`src/rtl/irq_tb_pkg.sv`:
```
// constants and carriers shared by the peripheral interrupt and time-base block
// assumes a single 125 MHz core clock and byte addresses on an AHB-Lite slave port
package irq_tb_pkg;

    // clock period, kept for documentation of derived rates
    localparam int CLK_PERIOD_NS = 8;

    // request sources, index is the bit position in the flag and enable registers
    localparam int NSRC = 7;
    localparam int SRC_CONV = 0;
    localparam int SRC_SERIAL = 1;
    localparam int SRC_MATCH_A = 2;
    localparam int SRC_MATCH_P = 3;
    localparam int SRC_NV = 4;
    localparam int SRC_TICK0 = 5;
    localparam int SRC_TICK1 = 6;

    // register byte offsets within the slave window
    localparam logic [7:0] OFS_PSC0 = 8'h00;
    localparam logic [7:0] OFS_PSC1 = 8'h04;
    localparam logic [7:0] OFS_TBC0 = 8'h08;
    localparam logic [7:0] OFS_TBC1 = 8'h0C;
    localparam logic [7:0] OFS_FLAGS = 8'h10;
    localparam logic [7:0] OFS_ENABLES = 8'h14;
    localparam logic [7:0] OFS_CTRL = 8'h18;

    // field positions and implemented-bit masks
    localparam int PSC_SEL_POS = 0;
    localparam int TBC_ON_POS = 7;
    localparam int TBC_PER_POS = 0;
    localparam int CTRL_GIE_POS = 0;
    localparam int CTRL_STK_POS = 1;
    localparam logic [7:0] PSC_MASK = 8'h03;
    localparam logic [7:0] TBC_MASK = 8'h87;
    localparam logic [6:0] SRC_MASK = 7'h7F;

    // reset values
    localparam logic [7:0] RST_PSC = 8'h00;
    localparam logic [7:0] RST_TBC = 8'h00;
    localparam logic [6:0] RST_FLAGS = 7'h00;
    localparam logic [6:0] RST_EN = 7'h00;
    localparam logic RST_GIE = 1'b0;

    // prescaler source codes; 1x is the sub clock
    localparam logic [1:0] SEL_SYS = 2'h0;
    localparam logic [1:0] SEL_DIV4 = 2'h1;
    localparam int DIV4_COUNT = 4;
    localparam logic [1:0] DIV4_LAST = 2'(DIV4_COUNT - 1);

    // time-out is 2^(TB_BASE_EXP + code) prescaled cycles
    localparam int TB_BASE_EXP = 8;
    localparam int TB_CNT_W = 15;

    // core vector addresses
    localparam int VEC_W = 12;
    localparam logic [VEC_W-1:0] VEC_BASE_DEF = 12'h004;
    localparam logic [VEC_W-1:0] VEC_STEP = 12'h004;

    typedef struct packed {
        logic conv_done;
        logic [5:0] serial_cond;
        logic match_a;
        logic match_p;
        logic nv_done;
    } src_evt_t;

    typedef struct packed {
        logic valid;
        logic [2:0] src;
        logic [VEC_W-1:0] vector;
    } irq_call_t;

endpackage

```
`src/rtl/periph_irq_ctrl.sv`:
```
// peripheral request flags, enables, priority select and two time bases behind an AHB-Lite slave
// assumes the core takes a call with irq_ack_i while irq_call_o.valid is high, in the same cycle
//
// What this block does
// - conversion finish sets converter-done flag
// - call needs global, source enable, stack free
// - converter service clears flag and global enable
// - any serial condition raises serial flag
// - serial service leaves port status untouched
// - timer has separate match A/P flags
// - timer service clears its flag, global enable
// - nonvolatile write end sets its flag
// - nonvolatile service clears flag, global enable
// - time base overflow sets its flag
// - time base service clears flag, global enable
// - source select: system, system/4, sub clock
// - period is 2^(8+code) prescaled cycles
// - unimplemented bits read zero, ignore writes
// - flag rising edge wakes from low power
// - enables never gate wake; no edge, no wake
// - flags still set during low power
// - distinct vectors, fixed priority when simultaneous
// - flag stays until serviced or cleared
// - return-from-irq sets global enable again
// - requests during service still recorded
`timescale 1ns/1ps
`default_nettype none
module periph_irq_ctrl
    import irq_tb_pkg::*;
#(
    // slot 0 holds the highest priority source index
    parameter logic [NSRC*3-1:0] PRIO_ORDER = {3'd6, 3'd5, 3'd4, 3'd3, 3'd2, 3'd1, 3'd0},
    parameter logic [VEC_W-1:0] VEC_BASE = VEC_BASE_DEF
) (
    input wire logic core_clk_i,
    input wire logic srst_i,
    // AHB-Lite slave
    input wire logic hsel_i,
    input wire logic [31:0] haddr_i,
    input wire logic [1:0] htrans_i,
    input wire logic hwrite_i,
    input wire logic [2:0] hsize_i,
    input wire logic [31:0] hwdata_i,
    input wire logic hready_i,
    output logic [31:0] hrdata_o,
    output logic hreadyout_o,
    output logic hresp_o,
    // peripheral events and sub clock enable
    input wire src_evt_t events_i,
    input wire logic sub_tick_i,
    // core sequencer side
    input wire logic stack_full_i,
    input wire logic irq_ack_i,
    input wire logic return_from_irq_i,
    input wire logic sleep_i,
    output irq_call_t irq_call_o,
    output logic wake_o
);

    ////////////////////////////////////////////////////////////////////////////
    // state
    logic [7:0] psc0_q, psc1_q, tbc0_q, tbc1_q;
    logic [NSRC-1:0] flags_q, flags_prev_q, en_q;
    logic gie_q;
    logic wake_q;
    logic dwr_q, drd_q;
    logic [7:0] daddr_q;
    logic tick0, tick1;

    // picks the highest priority pending source; bit 3 says whether any was found
    function automatic logic [3:0] pick(input logic [NSRC-1:0] pend);
        logic [3:0] r;
        logic [2:0] s;
        r = 4'h0;
        for (int k = NSRC - 1; k >= 0; k--) begin
            s = PRIO_ORDER[3*k +: 3];
            if (pend[s]) begin
                r = {1'b1, s};
            end
        end
        return r;
    endfunction

    ////////////////////////////////////////////////////////////////////////////
    // bus decode: zero wait state, always OKAY
    wire logic aphase = hsel_i & htrans_i[1] & hready_i;
    wire logic wr_psc0 = dwr_q & (daddr_q == OFS_PSC0);
    wire logic wr_psc1 = dwr_q & (daddr_q == OFS_PSC1);
    wire logic wr_tbc0 = dwr_q & (daddr_q == OFS_TBC0);
    wire logic wr_tbc1 = dwr_q & (daddr_q == OFS_TBC1);
    wire logic wr_flags = dwr_q & (daddr_q == OFS_FLAGS);
    wire logic wr_en = dwr_q & (daddr_q == OFS_ENABLES);
    wire logic wr_ctrl = dwr_q & (daddr_q == OFS_CTRL);
    wire logic [7:0] wbyte = hwdata_i[7:0];

    always_ff @(posedge core_clk_i) begin
        if (srst_i) begin
            dwr_q <= 1'b0;
            drd_q <= 1'b0;
            daddr_q <= 8'h00;
        end else if (hready_i) begin
            dwr_q <= aphase & hwrite_i;
            drd_q <= aphase & ~hwrite_i;
            daddr_q <= {haddr_i[7:2], 2'b00};
        end
    end

    ////////////////////////////////////////////////////////////////////////////
    // time base configuration
    always_ff @(posedge core_clk_i) begin
        if (srst_i) begin
            psc0_q <= RST_PSC;
            psc1_q <= RST_PSC;
            tbc0_q <= RST_TBC;
            tbc1_q <= RST_TBC;
        end else begin
            if (wr_psc0) psc0_q <= wbyte & PSC_MASK;
            if (wr_psc1) psc1_q <= wbyte & PSC_MASK;
            if (wr_tbc0) tbc0_q <= wbyte & TBC_MASK;
            if (wr_tbc1) tbc1_q <= wbyte & TBC_MASK;
        end
    end

    tick_unit u_tick0 (
        .core_clk_i(core_clk_i),
        .srst_i(srst_i),
        .sub_tick_i(sub_tick_i),
        .src_sel_i(psc0_q[PSC_SEL_POS +: 2]),
        .on_i(tbc0_q[TBC_ON_POS]),
        .period_i(tbc0_q[TBC_PER_POS +: 3]),
        .tick_o(tick0)
    );

    tick_unit u_tick1 (
        .core_clk_i(core_clk_i),
        .srst_i(srst_i),
        .sub_tick_i(sub_tick_i),
        .src_sel_i(psc1_q[PSC_SEL_POS +: 2]),
        .on_i(tbc1_q[TBC_ON_POS]),
        .period_i(tbc1_q[TBC_PER_POS +: 3]),
        .tick_o(tick1)
    );

    ////////////////////////////////////////////////////////////////////////////
    // request flags; events are taken whatever the sleep state, the core clock never stops here
    logic [NSRC-1:0] set_vec;
    assign set_vec[SRC_CONV] = events_i.conv_done;
    assign set_vec[SRC_SERIAL] = |events_i.serial_cond;
    assign set_vec[SRC_MATCH_A] = events_i.match_a;
    assign set_vec[SRC_MATCH_P] = events_i.match_p;
    assign set_vec[SRC_NV] = events_i.nv_done;
    assign set_vec[SRC_TICK0] = tick0;
    assign set_vec[SRC_TICK1] = tick1;

    wire logic [NSRC-1:0] pend = flags_q & en_q;
    wire logic [3:0] sel = pick(pend);
    wire logic call_ok = gie_q & sel[3] & ~stack_full_i;
    wire logic taken = irq_ack_i & call_ok;
    // only the serviced source's flag is cleared; serial status lives in the port itself
    wire logic [NSRC-1:0] ack_clr = taken ? (NSRC'(1) << sel[2:0]) : '0;
    wire logic [NSRC-1:0] flags_base = wr_flags ? wbyte[NSRC-1:0] : flags_q;
    // a set in the same cycle as a clear wins, so no request is lost
    wire logic [NSRC-1:0] flags_d = (flags_base & ~ack_clr) | set_vec;

    always_ff @(posedge core_clk_i) begin
        if (srst_i) begin
            flags_q <= RST_FLAGS;
            flags_prev_q <= RST_FLAGS;
            en_q <= RST_EN;
        end else begin
            flags_q <= flags_d;
            flags_prev_q <= flags_q;
            if (wr_en) en_q <= wbyte[NSRC-1:0] & SRC_MASK;
        end
    end

    ////////////////////////////////////////////////////////////////////////////
    // global enable: service clears it, return sets it, software may write it
    always_ff @(posedge core_clk_i) begin
        if (srst_i) begin
            gie_q <= RST_GIE;
        end else if (taken) begin
            gie_q <= 1'b0;
        end else if (return_from_irq_i) begin
            gie_q <= 1'b1;
        end else if (wr_ctrl) begin
            gie_q <= wbyte[CTRL_GIE_POS];
        end
    end

    ////////////////////////////////////////////////////////////////////////////
    // wake on a rising flag only; enables deliberately not consulted
    wire logic [NSRC-1:0] rose = flags_q & ~flags_prev_q;

    always_ff @(posedge core_clk_i) begin
        if (srst_i) begin
            wake_q <= 1'b0;
        end else begin
            wake_q <= sleep_i & (|rose);
        end
    end

    assign wake_o = wake_q;

    // call request is a handshake, so it is combinational from the flag flops
    assign irq_call_o.valid = call_ok;
    assign irq_call_o.src = sel[2:0];
    assign irq_call_o.vector = VEC_BASE + VEC_W'(sel[2:0]) * VEC_STEP;

    ////////////////////////////////////////////////////////////////////////////
    // read mux from register flops; stack-full is a live view of the core, not a stored bit
    wire logic [7:0] ctrl_byte = (8'(stack_full_i) << CTRL_STK_POS) | (8'(gie_q) << CTRL_GIE_POS);
    logic [7:0] rbyte;
    always_comb begin
        rbyte = 8'h00;
        case (daddr_q)
            OFS_PSC0: rbyte = psc0_q;
            OFS_PSC1: rbyte = psc1_q;
            OFS_TBC0: rbyte = tbc0_q;
            OFS_TBC1: rbyte = tbc1_q;
            OFS_FLAGS: rbyte = {1'b0, flags_q};
            OFS_ENABLES: rbyte = {1'b0, en_q};
            OFS_CTRL: rbyte = ctrl_byte;
            default: rbyte = 8'h00;
        endcase
    end

    assign hrdata_o = drd_q ? {24'h000000, rbyte} : 32'h00000000;
    assign hreadyout_o = 1'b1;
    assign hresp_o = 1'b0;
endmodule // periph_irq_ctrl
`default_nettype wire

```
`src/rtl/tick_unit.sv`:
```
// one time base: prescaler source select, period counter and overflow pulse
// assumes sub_tick_i is a one-cycle enable at the sub clock rate in the core clock domain
`timescale 1ns/1ps
`default_nettype none
module tick_unit
    import irq_tb_pkg::*;
(
    input wire logic core_clk_i,
    input wire logic srst_i,
    input wire logic sub_tick_i,
    input wire logic [1:0] src_sel_i,
    input wire logic on_i,
    input wire logic [2:0] period_i,
    output logic tick_o
);

    logic [1:0] div_q;
    logic [TB_CNT_W-1:0] cnt_q;
    logic tick_q;

    function automatic logic [TB_CNT_W-1:0] period_mask(input logic [2:0] p);
        return TB_CNT_W'((16'h0001 << (TB_BASE_EXP + int'(p))) - 16'h0001);
    endfunction

    wire logic div4_en = (div_q == DIV4_LAST);
    wire logic psc_en = src_sel_i[1] ? sub_tick_i : ((src_sel_i == SEL_DIV4) ? div4_en : 1'b1);
    wire logic [TB_CNT_W-1:0] mask = period_mask(period_i);
    wire logic wrap = on_i & psc_en & ((cnt_q & mask) == mask);

    ////////////////////////////////////////////////////////////////////////////
    always_ff @(posedge core_clk_i) begin
        if (srst_i) begin
            div_q <= 2'h0;
            cnt_q <= '0;
            tick_q <= 1'b0;
        end else begin
            div_q <= div_q + 2'h1;
            tick_q <= wrap;
            // held cleared while off so a full period follows re-enable
            if (!on_i || wrap) begin
                cnt_q <= '0;
            end else if (psc_en) begin
                cnt_q <= cnt_q + TB_CNT_W'(1);
            end
        end
    end

    assign tick_o = tick_q;
endmodule // tick_unit
`default_nettype wire

```
`config.mk`:
```
export PLATFORM = sky130hd
export DESIGN_NAME = periph_irq_ctrl
export DESIGN_NICKNAME = d
export VERILOG_FILES = /design/src/rtl/irq_tb_pkg.sv /design/src/rtl/periph_irq_ctrl.sv /design/src/rtl/tick_unit.sv
export SDC_FILE = /design/constraint.sdc
export NUM_CORES = 1
export LEC_CHECK = 0
export ABC_AREA = 1
export ABC_CLOCK_PERIOD_IN_PS = 1990
export BUFFER_PORTS_ARGS = -buffer_cell sky130_fd_sc_hd__buf_2
export CORE_MARGIN = 1.5
export CORE_UTILIZATION = 51
export CTS_CLUSTER_DIAMETER = 200
export DETAILED_ROUTE_END_ITERATION = 16
export PLACE_DENSITY = 0.81
export SKIP_CTS_REPAIR_TIMING = 1
export SLEW_MARGIN = 20
export SYNTH_ARGS = -nofsm -noshare
export SYNTH_HDL_FRONTEND = slang
export SYNTH_SLANG_ARGS = --single-unit
```
`constraint.sdc`:
```
create_clock -name core_clk_i -period 1.99 [get_ports core_clk_i]
set_clock_uncertainty 0.15 [all_clocks]
set_input_delay 0.398 -clock core_clk_i [delete_from_list [all_inputs] [get_ports core_clk_i]]
set_output_delay 0.398 -clock core_clk_i [all_outputs]
set_load 0.01 [all_outputs]
```
==> results of run 1 <==
[logic make-up (layout without fill, tap and decap cells)]
| kind of cell | Yosys count | count (layout) | share of synthesized area, % |
|---|---|---|---|
| and+or+nand+nor | 314 | 314 | 31.1 |
| buffers and inverters | 134 | 177 | 15.3 |
| AOI/OAI and AO/OA | 94 | 94 | 11.3 |
| DFF | 79 | 79 | 36.3 |
| xor gates and xnor gates | 16 | 16 | 3.22 |
| adders and majority gates | 9 | 9 | 2.58 |
| other | 2 | 35 | 0.172 |
[critical path, stage by stage, from the launching register on]
cell and delay, ps:
dfxtp_2 340, nor2_4 190, nand2_2 140, nor2_4 140
nand2_1 70, o21ai_1 110, nor2_1 70, a21oi_1 190
buf_2 160
[power by group through the flow]
| stage | logic, uW | clock network (uW) | registers, uW |
|---|---|---|---|
| floorplan | 183 | 0 | 1670 |
| global placement | 207 | 0 | 1670 |
| detailed placement | 216 | 0 | 1670 |
| CTS | 217 | 1350 | 1630 |
| global route | 274 | 1420 | 1640 |
| finish | 247 | 1350 | 1640 |
[metal layers]
layer  up-vias  GRT usage [%]  part of all wire (%)
li1       2105              -                     -
met1      1976           29.1                    41
met2       205           39.4                    48
met3        51           4.23                   7.2
met4         0           9.93                   4.5
met5         -              0                     0
[placed cells by master, fill, tap and decap left out, drive strengths merged]
master / count
o21bai: 1
nand3: 30
inv: 86
nor4: 1
buf: 74
clkinv: 3
a22oi: 4
and3: 1
nor2: 133
bufinv: 2
nor3: 10
dfxtp: 79
conb: 35
o21ai: 44
xnor2: 6
clkinvlp: 1
o2bb2ai: 1
xor2: 10
nand2: 126
nand4: 9
clkbuf: 11
ha: 9
a21oi: 40
nand3b: 4
o22ai: 4
[sequential cells by signal, summed over array words and instances (netlist names), 2 cells and up]
name	cells
daddr_q	6
en_q	7
flags_prev_q	7
flags_q	7
psc0_q	2
psc1_q	2
tbc0_q	4
tbc1_q	4
u_tick0.cnt_q	15
u_tick0.div_q	2
u_tick1.cnt_q	15
u_tick1.div_q	2
[cell usage after synthesis (all sizes together)]
| cell type | count |
|---|---|
| conb | 2 |
| inv | 86 |
| nor4 | 1 |
| dfxtp | 79 |
| nand3b | 4 |
| o22ai | 4 |
| and3 | 1 |
| o2bb2ai | 1 |
| clkbuf | 4 |
| nand3 | 30 |
| a21oi | 40 |
| o21bai | 1 |
| ha | 9 |
| clkinv | 1 |
| o21ai | 44 |
| buf | 43 |
| nand2 | 126 |
| nor3 | 10 |
| nand4 | 9 |
| xor2 | 10 |
| nor2 | 133 |
| a22oi | 4 |
| xnor2 | 6 |
[area by class of cell]
cell class | count | area (um^2)
inverter | 87 | 327
tap | 105 | 131
clock buffer | 11 | 141
fill | 714 | 3100
multi-input combinational | 468 | 2400
clock inverter | 5 | 81.3
sequential | 79 | 1600
timing repair buffer | 74 | 480
[metrics by stage]
step                      area (um^2)  setup TNS [ps]  worst slack (ps)  util (%)  hold WS (ps)
after detailed placement         4640           -20.5             -20.5      56.2           267
after floorplan                  4480               0              56.9         -           249
after global routing             5160           -3950              -438      62.5           119
final                            5160           -3020              -345      62.5           103
after global placement           4640               0              24.1      56.2           258
after CTS                        4870           -3670              -422      58.9           109
[worst min-delay path by stage]
stage,slack [ps],startpoint,cells after the start,to
global placement,260,u_tick1.div_q[0],1,u_tick1.div_q[0]
detailed placement,270,u_tick0.div_q[0],1,u_tick0.div_q[0]
global route,120,events_i[0],3,flags_q[4]
floorplan,250,u_tick0.div_q[0],1,u_tick0.div_q[0]
finish,100,haddr_i[6],3,daddr_q[6]
CTS,110,sleep_i,3,wake_o
==> flow_summary.ini, run 1 <==
[layout]
final_layout_size_suffix_gt1_share_pct = 22.4
diodes = 0
syn_to_final_growth_pct = 18.4
layout.nets = 817
instances_no_fill = 829

[worst_setup_path]
setup.worst_path.start = daddr_q[7]
path_max_fanout = 5
end_kind = output port
critPathKind = register to output port
cp.arrival_ps = 1790
startpoint_type = register
reg2reg_depth = 9
critPathCapture = hrdata_o[0]
worstReg2RegEnd = flags_q[4]
reg2reg_from = daddr_q[7]
r2r_slack_ps = 30
cp.required_ps = 1440

[power]
p_seq_share_pct = 50.7
p_int_uw = 2440
leakagePower_uw = 0.00221
power_density_nw_per_um2 = 626
power_uw = 3230
power.share.clock_pct = 41.7
peakVddDrop_uv = 434
swShare_pct = 24.6
p_comb_share_pct = 7.6
netSwitchingPower_uw = 794

[cts]
cts_tree = done
numCtsBuffers = 9
cts.clk_slew.worst_paths_ps = 90
clk_latency_ps = 370
cts-htree-levels = 3
clockBufferDepth = 2
root_buffer = clkbuf_8
cts_sinks = 79

[synthesis]
synth_largest_area_cell = dfxtp_1
synth_cell_type_count = 32
synth_top_area_share_pct = 36.3
ys_seq_area_share_pct = 36.3
ys_seq_elements = 79
synth_area_leaders = dfxtp_1 (36%), nand2_1 (10%), nor2_1 (10%)
synth_area_um2 = 4360
yosys_warnings = 0
synth.avg_cell_area_um2 = 6.72
netlist_instances = 648

[floorplan]
die_y_um = 95.4
dieWidth_um = 95.4
start_util_pct = 52.8
pin_count = 140
rows = 33
dieArea_um2 = 9110
coreArea_um2 = 8260

[timing]
post-route-min-period_ps = 2340
timing.final.max_slew_violations = 0
setup_viol = 12
hold_violations = 0
fin_crit_sh_pct = 117
max_freq_ghz = 0.428
fin_ws_ps = -345
rsz0062_at_grt = yes

[worst_hold_path]
hp-class = primary input to register

[place]
hpwl_mm = 7.51
port_buffers = 50
routabilityCongestion = 0.883
dp_cells = 805

[job]
drv_cap = 0

[drt]
first_pass_iters = 5
post-route-drc-count = 0
vias = 4337
wl_mm = 11.3
ant_nets = 0
drtIter0Drc = 311
vias_per_cell = 5.23
post_drt_wl_per_cell_um = 13.6

[outcome]
violations = setup timing
status = complete, but fails checks

[global_routing]
gr-total-overflow = 0
grt_pass1_wl_mm = 16.6
grt_max_degree = 26
track_usage_pct = 23.4
grt_pass1_vias = 3829
antenna_found_initial = 0
Note: power is estimated with default switching activity, not from simulation.
==> inputs of run 2 (changes only) <==
- SETUP_SLACK_MARGIN: default -> 0.15
==> run 2 against run 1 <==
The run still ends with setup timing left. Core utilization grew 1.3 points. Critical path depth is 1 lower. Final area rose by 2.0%. Combinational power is 4% higher. Total power rose by 4.0%. Clock power grew 9%. Flip-flop and latch count unchanged. Routed wire length is 4.2% lower. Largest power group unchanged. Highest routed layer unchanged.
==> flow_summary.ini, run 2 (synthesized netlist as in run 1, its figures left out) <==
[layout]
stdcell_area_um2 = 5270
final_cell_mix = nor2_1 (108), nand2_1 (104), inv_1 (76), dfxtp_1 (66), buf_2 (45)
layout.nets = 818
final_common_cell = nor2_1
final_layout_size_suffix_gt1_share_pct = 24.3
top_regs = u_tick0.cnt_q (15), u_tick1.cnt_q (15)
syn_to_final_growth_pct = 20.9
diodes = 0

[timing]
fin_crit_sh_pct = 117
fin_ws_ps = -333
timing.hold.ws_ps = 109
timing.final.max_slew_violations = 0
rsz0062_at_grt = yes
setup_viol = 11
hold_violations = 0
max_freq_ghz = 0.431
post-route-min-period_ps = 2320

[place]
hpwl_mm = 7.41
dpl_cell_area_um2 = 4660
preCtsSetupSlack_ps = 2.78
routabilityCongestion = 0.891
port_buffers = 50

[global_routing]
track_usage_pct = 22.4
grt_max_degree = 26
grt_pass1_vias = 3707
gr-total-overflow = 0
grt_pass1_wl_mm = 16.2
antenna_found_initial = 0

[worst_hold_path]
hp-class = primary input to register
holdPathStages = 3

[power]
p_seq_share_pct = 48.6
netSwitchingPower_uw = 799
power.share.clock_pct = 43.7
peakVddDrop_uv = 549
p_int_uw = 2560
power_density_nw_per_um2 = 638
leakagePower_uw = 0.00223
power_uw = 3360
swShare_pct = 23.8
p_comb_share_pct = 7.6

[cts]
root_buffer = clkbuf_8
numCtsBuffers = 9
cts_tree = done
cts_sinks = 79
clockBufferDepth = 2
cts-htree-levels = 3
clk_latency_ps = 360
cts.clk_slew.worst_paths_ps = 90

[floorplan]
start_util_pct = 52.8
pin_count = 140
dieArea_um2 = 9110
coreArea_um2 = 8260
die_y_um = 95.4
dieWidth_um = 95.4
rows = 33

[outcome]
status = complete, but fails checks
violations = setup timing

[drt]
ant_nets = 0
post-route-drc-count = 0
vias_per_cell = 5.15
first_pass_iters = 4
wl_mm = 10.8
post_drt_wl_per_cell_um = 13.0
vias = 4273
drtIter0Drc = 350

[worst_setup_path]
cp.required_ps = 1440
crit_path_top_delay_cell = dfxtp_2
critPathKind = register to output port
reg2reg_depth = 8
crit_chain = nor2_4 > buf_4 > nand3_2 > o21ai_1 > nor2_1 > a21oi_2 > buf_2
r2r_slack_ps = 180
critical-path-top-delay-family = simple AND/OR/NAND/NOR gates
path_buf_inv = 2
cp.arrival_ps = 1770
startpoint_type = register
cpPeakStageDelay_ps = 350
path_depth = 7
end_kind = output port
path_max_fanout = 5

[job]
drv_cap = 0
run 2: changes by cell type in the layout (fill, tap and decap cells not counted), moves of 3 or more:
| cell | previous run | this run |
|---|---|---|
| dfxtp_2 | 13 | 10 |
| a22oi_2 | 0 | 3 |
| inv_1 | 79 | 76 |
| o21ai_0 | 40 | 37 |
| a22oi_1 | 4 | 1 |
run 2: metrics by stage:
stage | util (%) | cells | TNS [ps]
floorplan | - | 681 | 0
global placement | 56.4 | 804 | 0
detailed placement | 56.4 | 804 | 0
CTS | 59.4 | 820 | -3150
global route | 63.8 | 830 | -3130
finish | 63.8 | 830 | -2480
run 2: worst reg2reg max path, stage by stage, from the launching register on:
cell and delay, ps:
dfxtp_2 350, nor2_1 180, inv_1 130, nor2_4 270, nand2_1 270, nand2_1 120, nand2_1 60, o21ai_1 90
a21oi_1 80
run 2: power by group through the flow:
stage | logic, uW | registers, uW | clock network, uW
global placement | 207 | 1670 | 0
global route | 286 | 1640 | 1540
finish | 257 | 1630 | 1470
CTS | 215 | 1630 | 1470
detailed placement | 214 | 1670 | 0
floorplan | 183 | 1670 | 0
run 2: final cells by class:
type                       count  area (um^2)
multi-input combinational    469         2470
clock inverter                 6          108
fill                         707         2990
clock buffer                  10          138
timing repair buffer          73          473
sequential                    79         1610
inverter                      87          335
timing repair inverter         1         5.00
tap                          105          131
run 2: per-layer routing:
metal / part of all wire (%) / global-route usage [%]
met5: 0 / 0
met3: 6.2 / 3.11
met2: 49 / 36.7
met1: 43 / 30.2
met4: 2.5 / 7.84
run 2: path summary, 6_finish.rpt:
check	start	to
hold / removal	haddr_i[6]	daddr_q[6]
hold reg to reg	u_tick0.div_q[0]	u_tick0.div_q[0]
setup reg to reg	daddr_q[2]	flags_q[4]
setup / recovery	daddr_q[7]	hrdata_o[0]
==> inputs of run 3 (changes only) <==
- ABC_CLOCK_PERIOD_IN_PS: 1990 -> 2570
- CTS_CLUSTER_SIZE: default -> 8
- GPL_TIMING_DRIVEN: default -> 0
- clock period: 1.99 -> 2.57 ns (I/O delays scaled with it)
==> run 3 against run 2 <==
The flow now finishes without violations. First-iteration DRC count fell by 1.4%. Combinational power fell by 8.2%. Sequential share of layout area shrank 0.43 points. Routed wire length is 0.14% lower. Critical path depth rose by 1. Via count grew 1.9%. Final area rose by 1.0%. Critical path type unchanged.
==> flow_summary.ini, run 3 (synthesized netlist as in run 1, its figures left out) <==
[outcome]
status = completed

[worst_setup_path]
crit_path_top_delay_cell = dfxtp_2
cpPeakStageDelay_ps = 340
r2r_slack_ps = 750
startpoint_type = register
end_kind = output port
path_max_fanout = 5
reg2reg_depth = 10
crit_chain = nor2_4 > nand2_4 > nor2_4 > nand2_1 > o21ai_0 > nor2_1 > a21oi_2 > buf_2
cp_common_cell = nor2_4
critPathKind = register to output port
cp.required_ps = 1910
cp.arrival_ps = 1780

[cts]
cts_sinks = 79
numCtsBuffers = 9
cts_tree = done
cts-htree-levels = 3
root_buffer = clkbuf_8
clk_latency_ps = 360
clockBufferDepth = 2
cts.clk_slew.worst_paths_ps = 90

[drt]
post-route-drc-count = 0
vias = 4355
post_drt_wl_per_cell_um = 12.6
drtIter0Drc = 345
vias_per_cell = 5.07
first_pass_iters = 5
ant_nets = 0
wl_mm = 10.8

[floorplan]
rows = 33
pin_count = 140
coreArea_um2 = 8260
start_util_pct = 52.8
dieWidth_um = 95.4
dieArea_um2 = 9110
die_y_um = 95.4

[place]
preCtsSetupSlack_ps = 354
dpl_cell_area_um2 = 4860
port_buffers = 49
hpwl_mm = 7.61
routabilityCongestion = 0.920

[power]
peakVddDrop_uv = 272
leakagePower_uw = 0.00231
power_uw = 2440
power_density_nw_per_um2 = 458

[layout]
stdcell_area_um2 = 5320
top_regs = u_tick0.cnt_q (15), u_tick1.cnt_q (15)
final_layout_size_suffix_gt1_share_pct = 24.9
final_common_cell = nor2_1
diodes = 0
final_cell_mix = nor2_1 (107), nand2_1 (106), inv_1 (78), dfxtp_1 (69), buf_2 (49)
syn_to_final_growth_pct = 22.1
layout.nets = 847

[timing]
setup_tns_ps = 0
tightestPinTransition_ps = 642
fin_ws_ps = 126
post-route-min-period_ps = 2440
maxSlewHeadroom_pct = 57.2
hold_violations = 0
rsz0062_at_grt = yes
fin_crit_sh_pct = 95.1
timing.final.max_slew_violations = 0
setup_viol = 0
max_freq_ghz = 0.409

[worst_hold_path]
hp-class = primary input to register
holdPathStages = 3

[job]
drv_cap = 0

[global_routing]
grt_pass1_wl_mm = 16.4
gr-total-overflow = 0
grt_pass1_vias = 3810
track_usage_pct = 23.1
grt_max_degree = 15
antenna_found_initial = 0
[run 3: cell count changes in the layout (fill, tap and decap cells not counted), sizes merged]
cell    before  now
buf         73  100
nand2      127  126
bufinv       3    1
clkinv       3    2
inv         85   87
clkbuf      10   14
[run 3: layout make-up]
cell class	instances	area (um^2)
clock buffer	10	128
sequential	79	1600
multi-input combinational	468	2410
buffer	47	344
clock inverter	6	70.1
tap	105	131
inverter	87	327
timing repair buffer	57	312
fill	726	2940
[run 3: stage by stage]
| step | instances | hold WS [ps] | utilization [%] |
|---|---|---|---|
| 3_3_place_gp | 835 | 258 | 58.8 |
| 6_report | 859 | 223 | 64.4 |
| 4_1_cts | 851 | 220 | 61.2 |
| 2_1_floorplan | 681 | 249 | - |
| 3_5_place_dp | 835 | 260 | 58.8 |
| 5_1_grt | 859 | 234 | 64.4 |
[run 3: where the power goes]
part	internal, uW	leakage (uW)	total, uW	switching (uW)
clock	454	0.0000891	933	479
sequential	1250	0.000647	1270	19.0
combinational	96.9	0.00158	236	139
[run 3: path summary, 6_finish.rpt]
check	to	from
setup / recovery	hrdata_o[1]	daddr_q[7]
hold reg to reg	u_tick1.div_q[0]	u_tick1.div_q[0]
setup reg to reg	flags_q[2]	en_q[4]
hold / removal	wake_o	sleep_i
[run 3: worst max-delay path, delay by kind of cell (launching register included)]
family          cells  cell delay (ps)
flops               1              340
compound gates      2              220
simple gates        5              710
buf+inv             1              150
[run 3: metal layers]
| metal | vias to the layer above | GRT usage [%] | routed length, um |
|---|---|---|---|
| met2 | 181 | 39.5 | 5270 |
| met5 | - | 0 | 0 |
| met3 | 32 | 3.51 | 851 |
| met1 | 1973 | 29.0 | 4430 |
| met4 | 0 | 9.19 | 243 |
| li1 | 2169 | - | - |
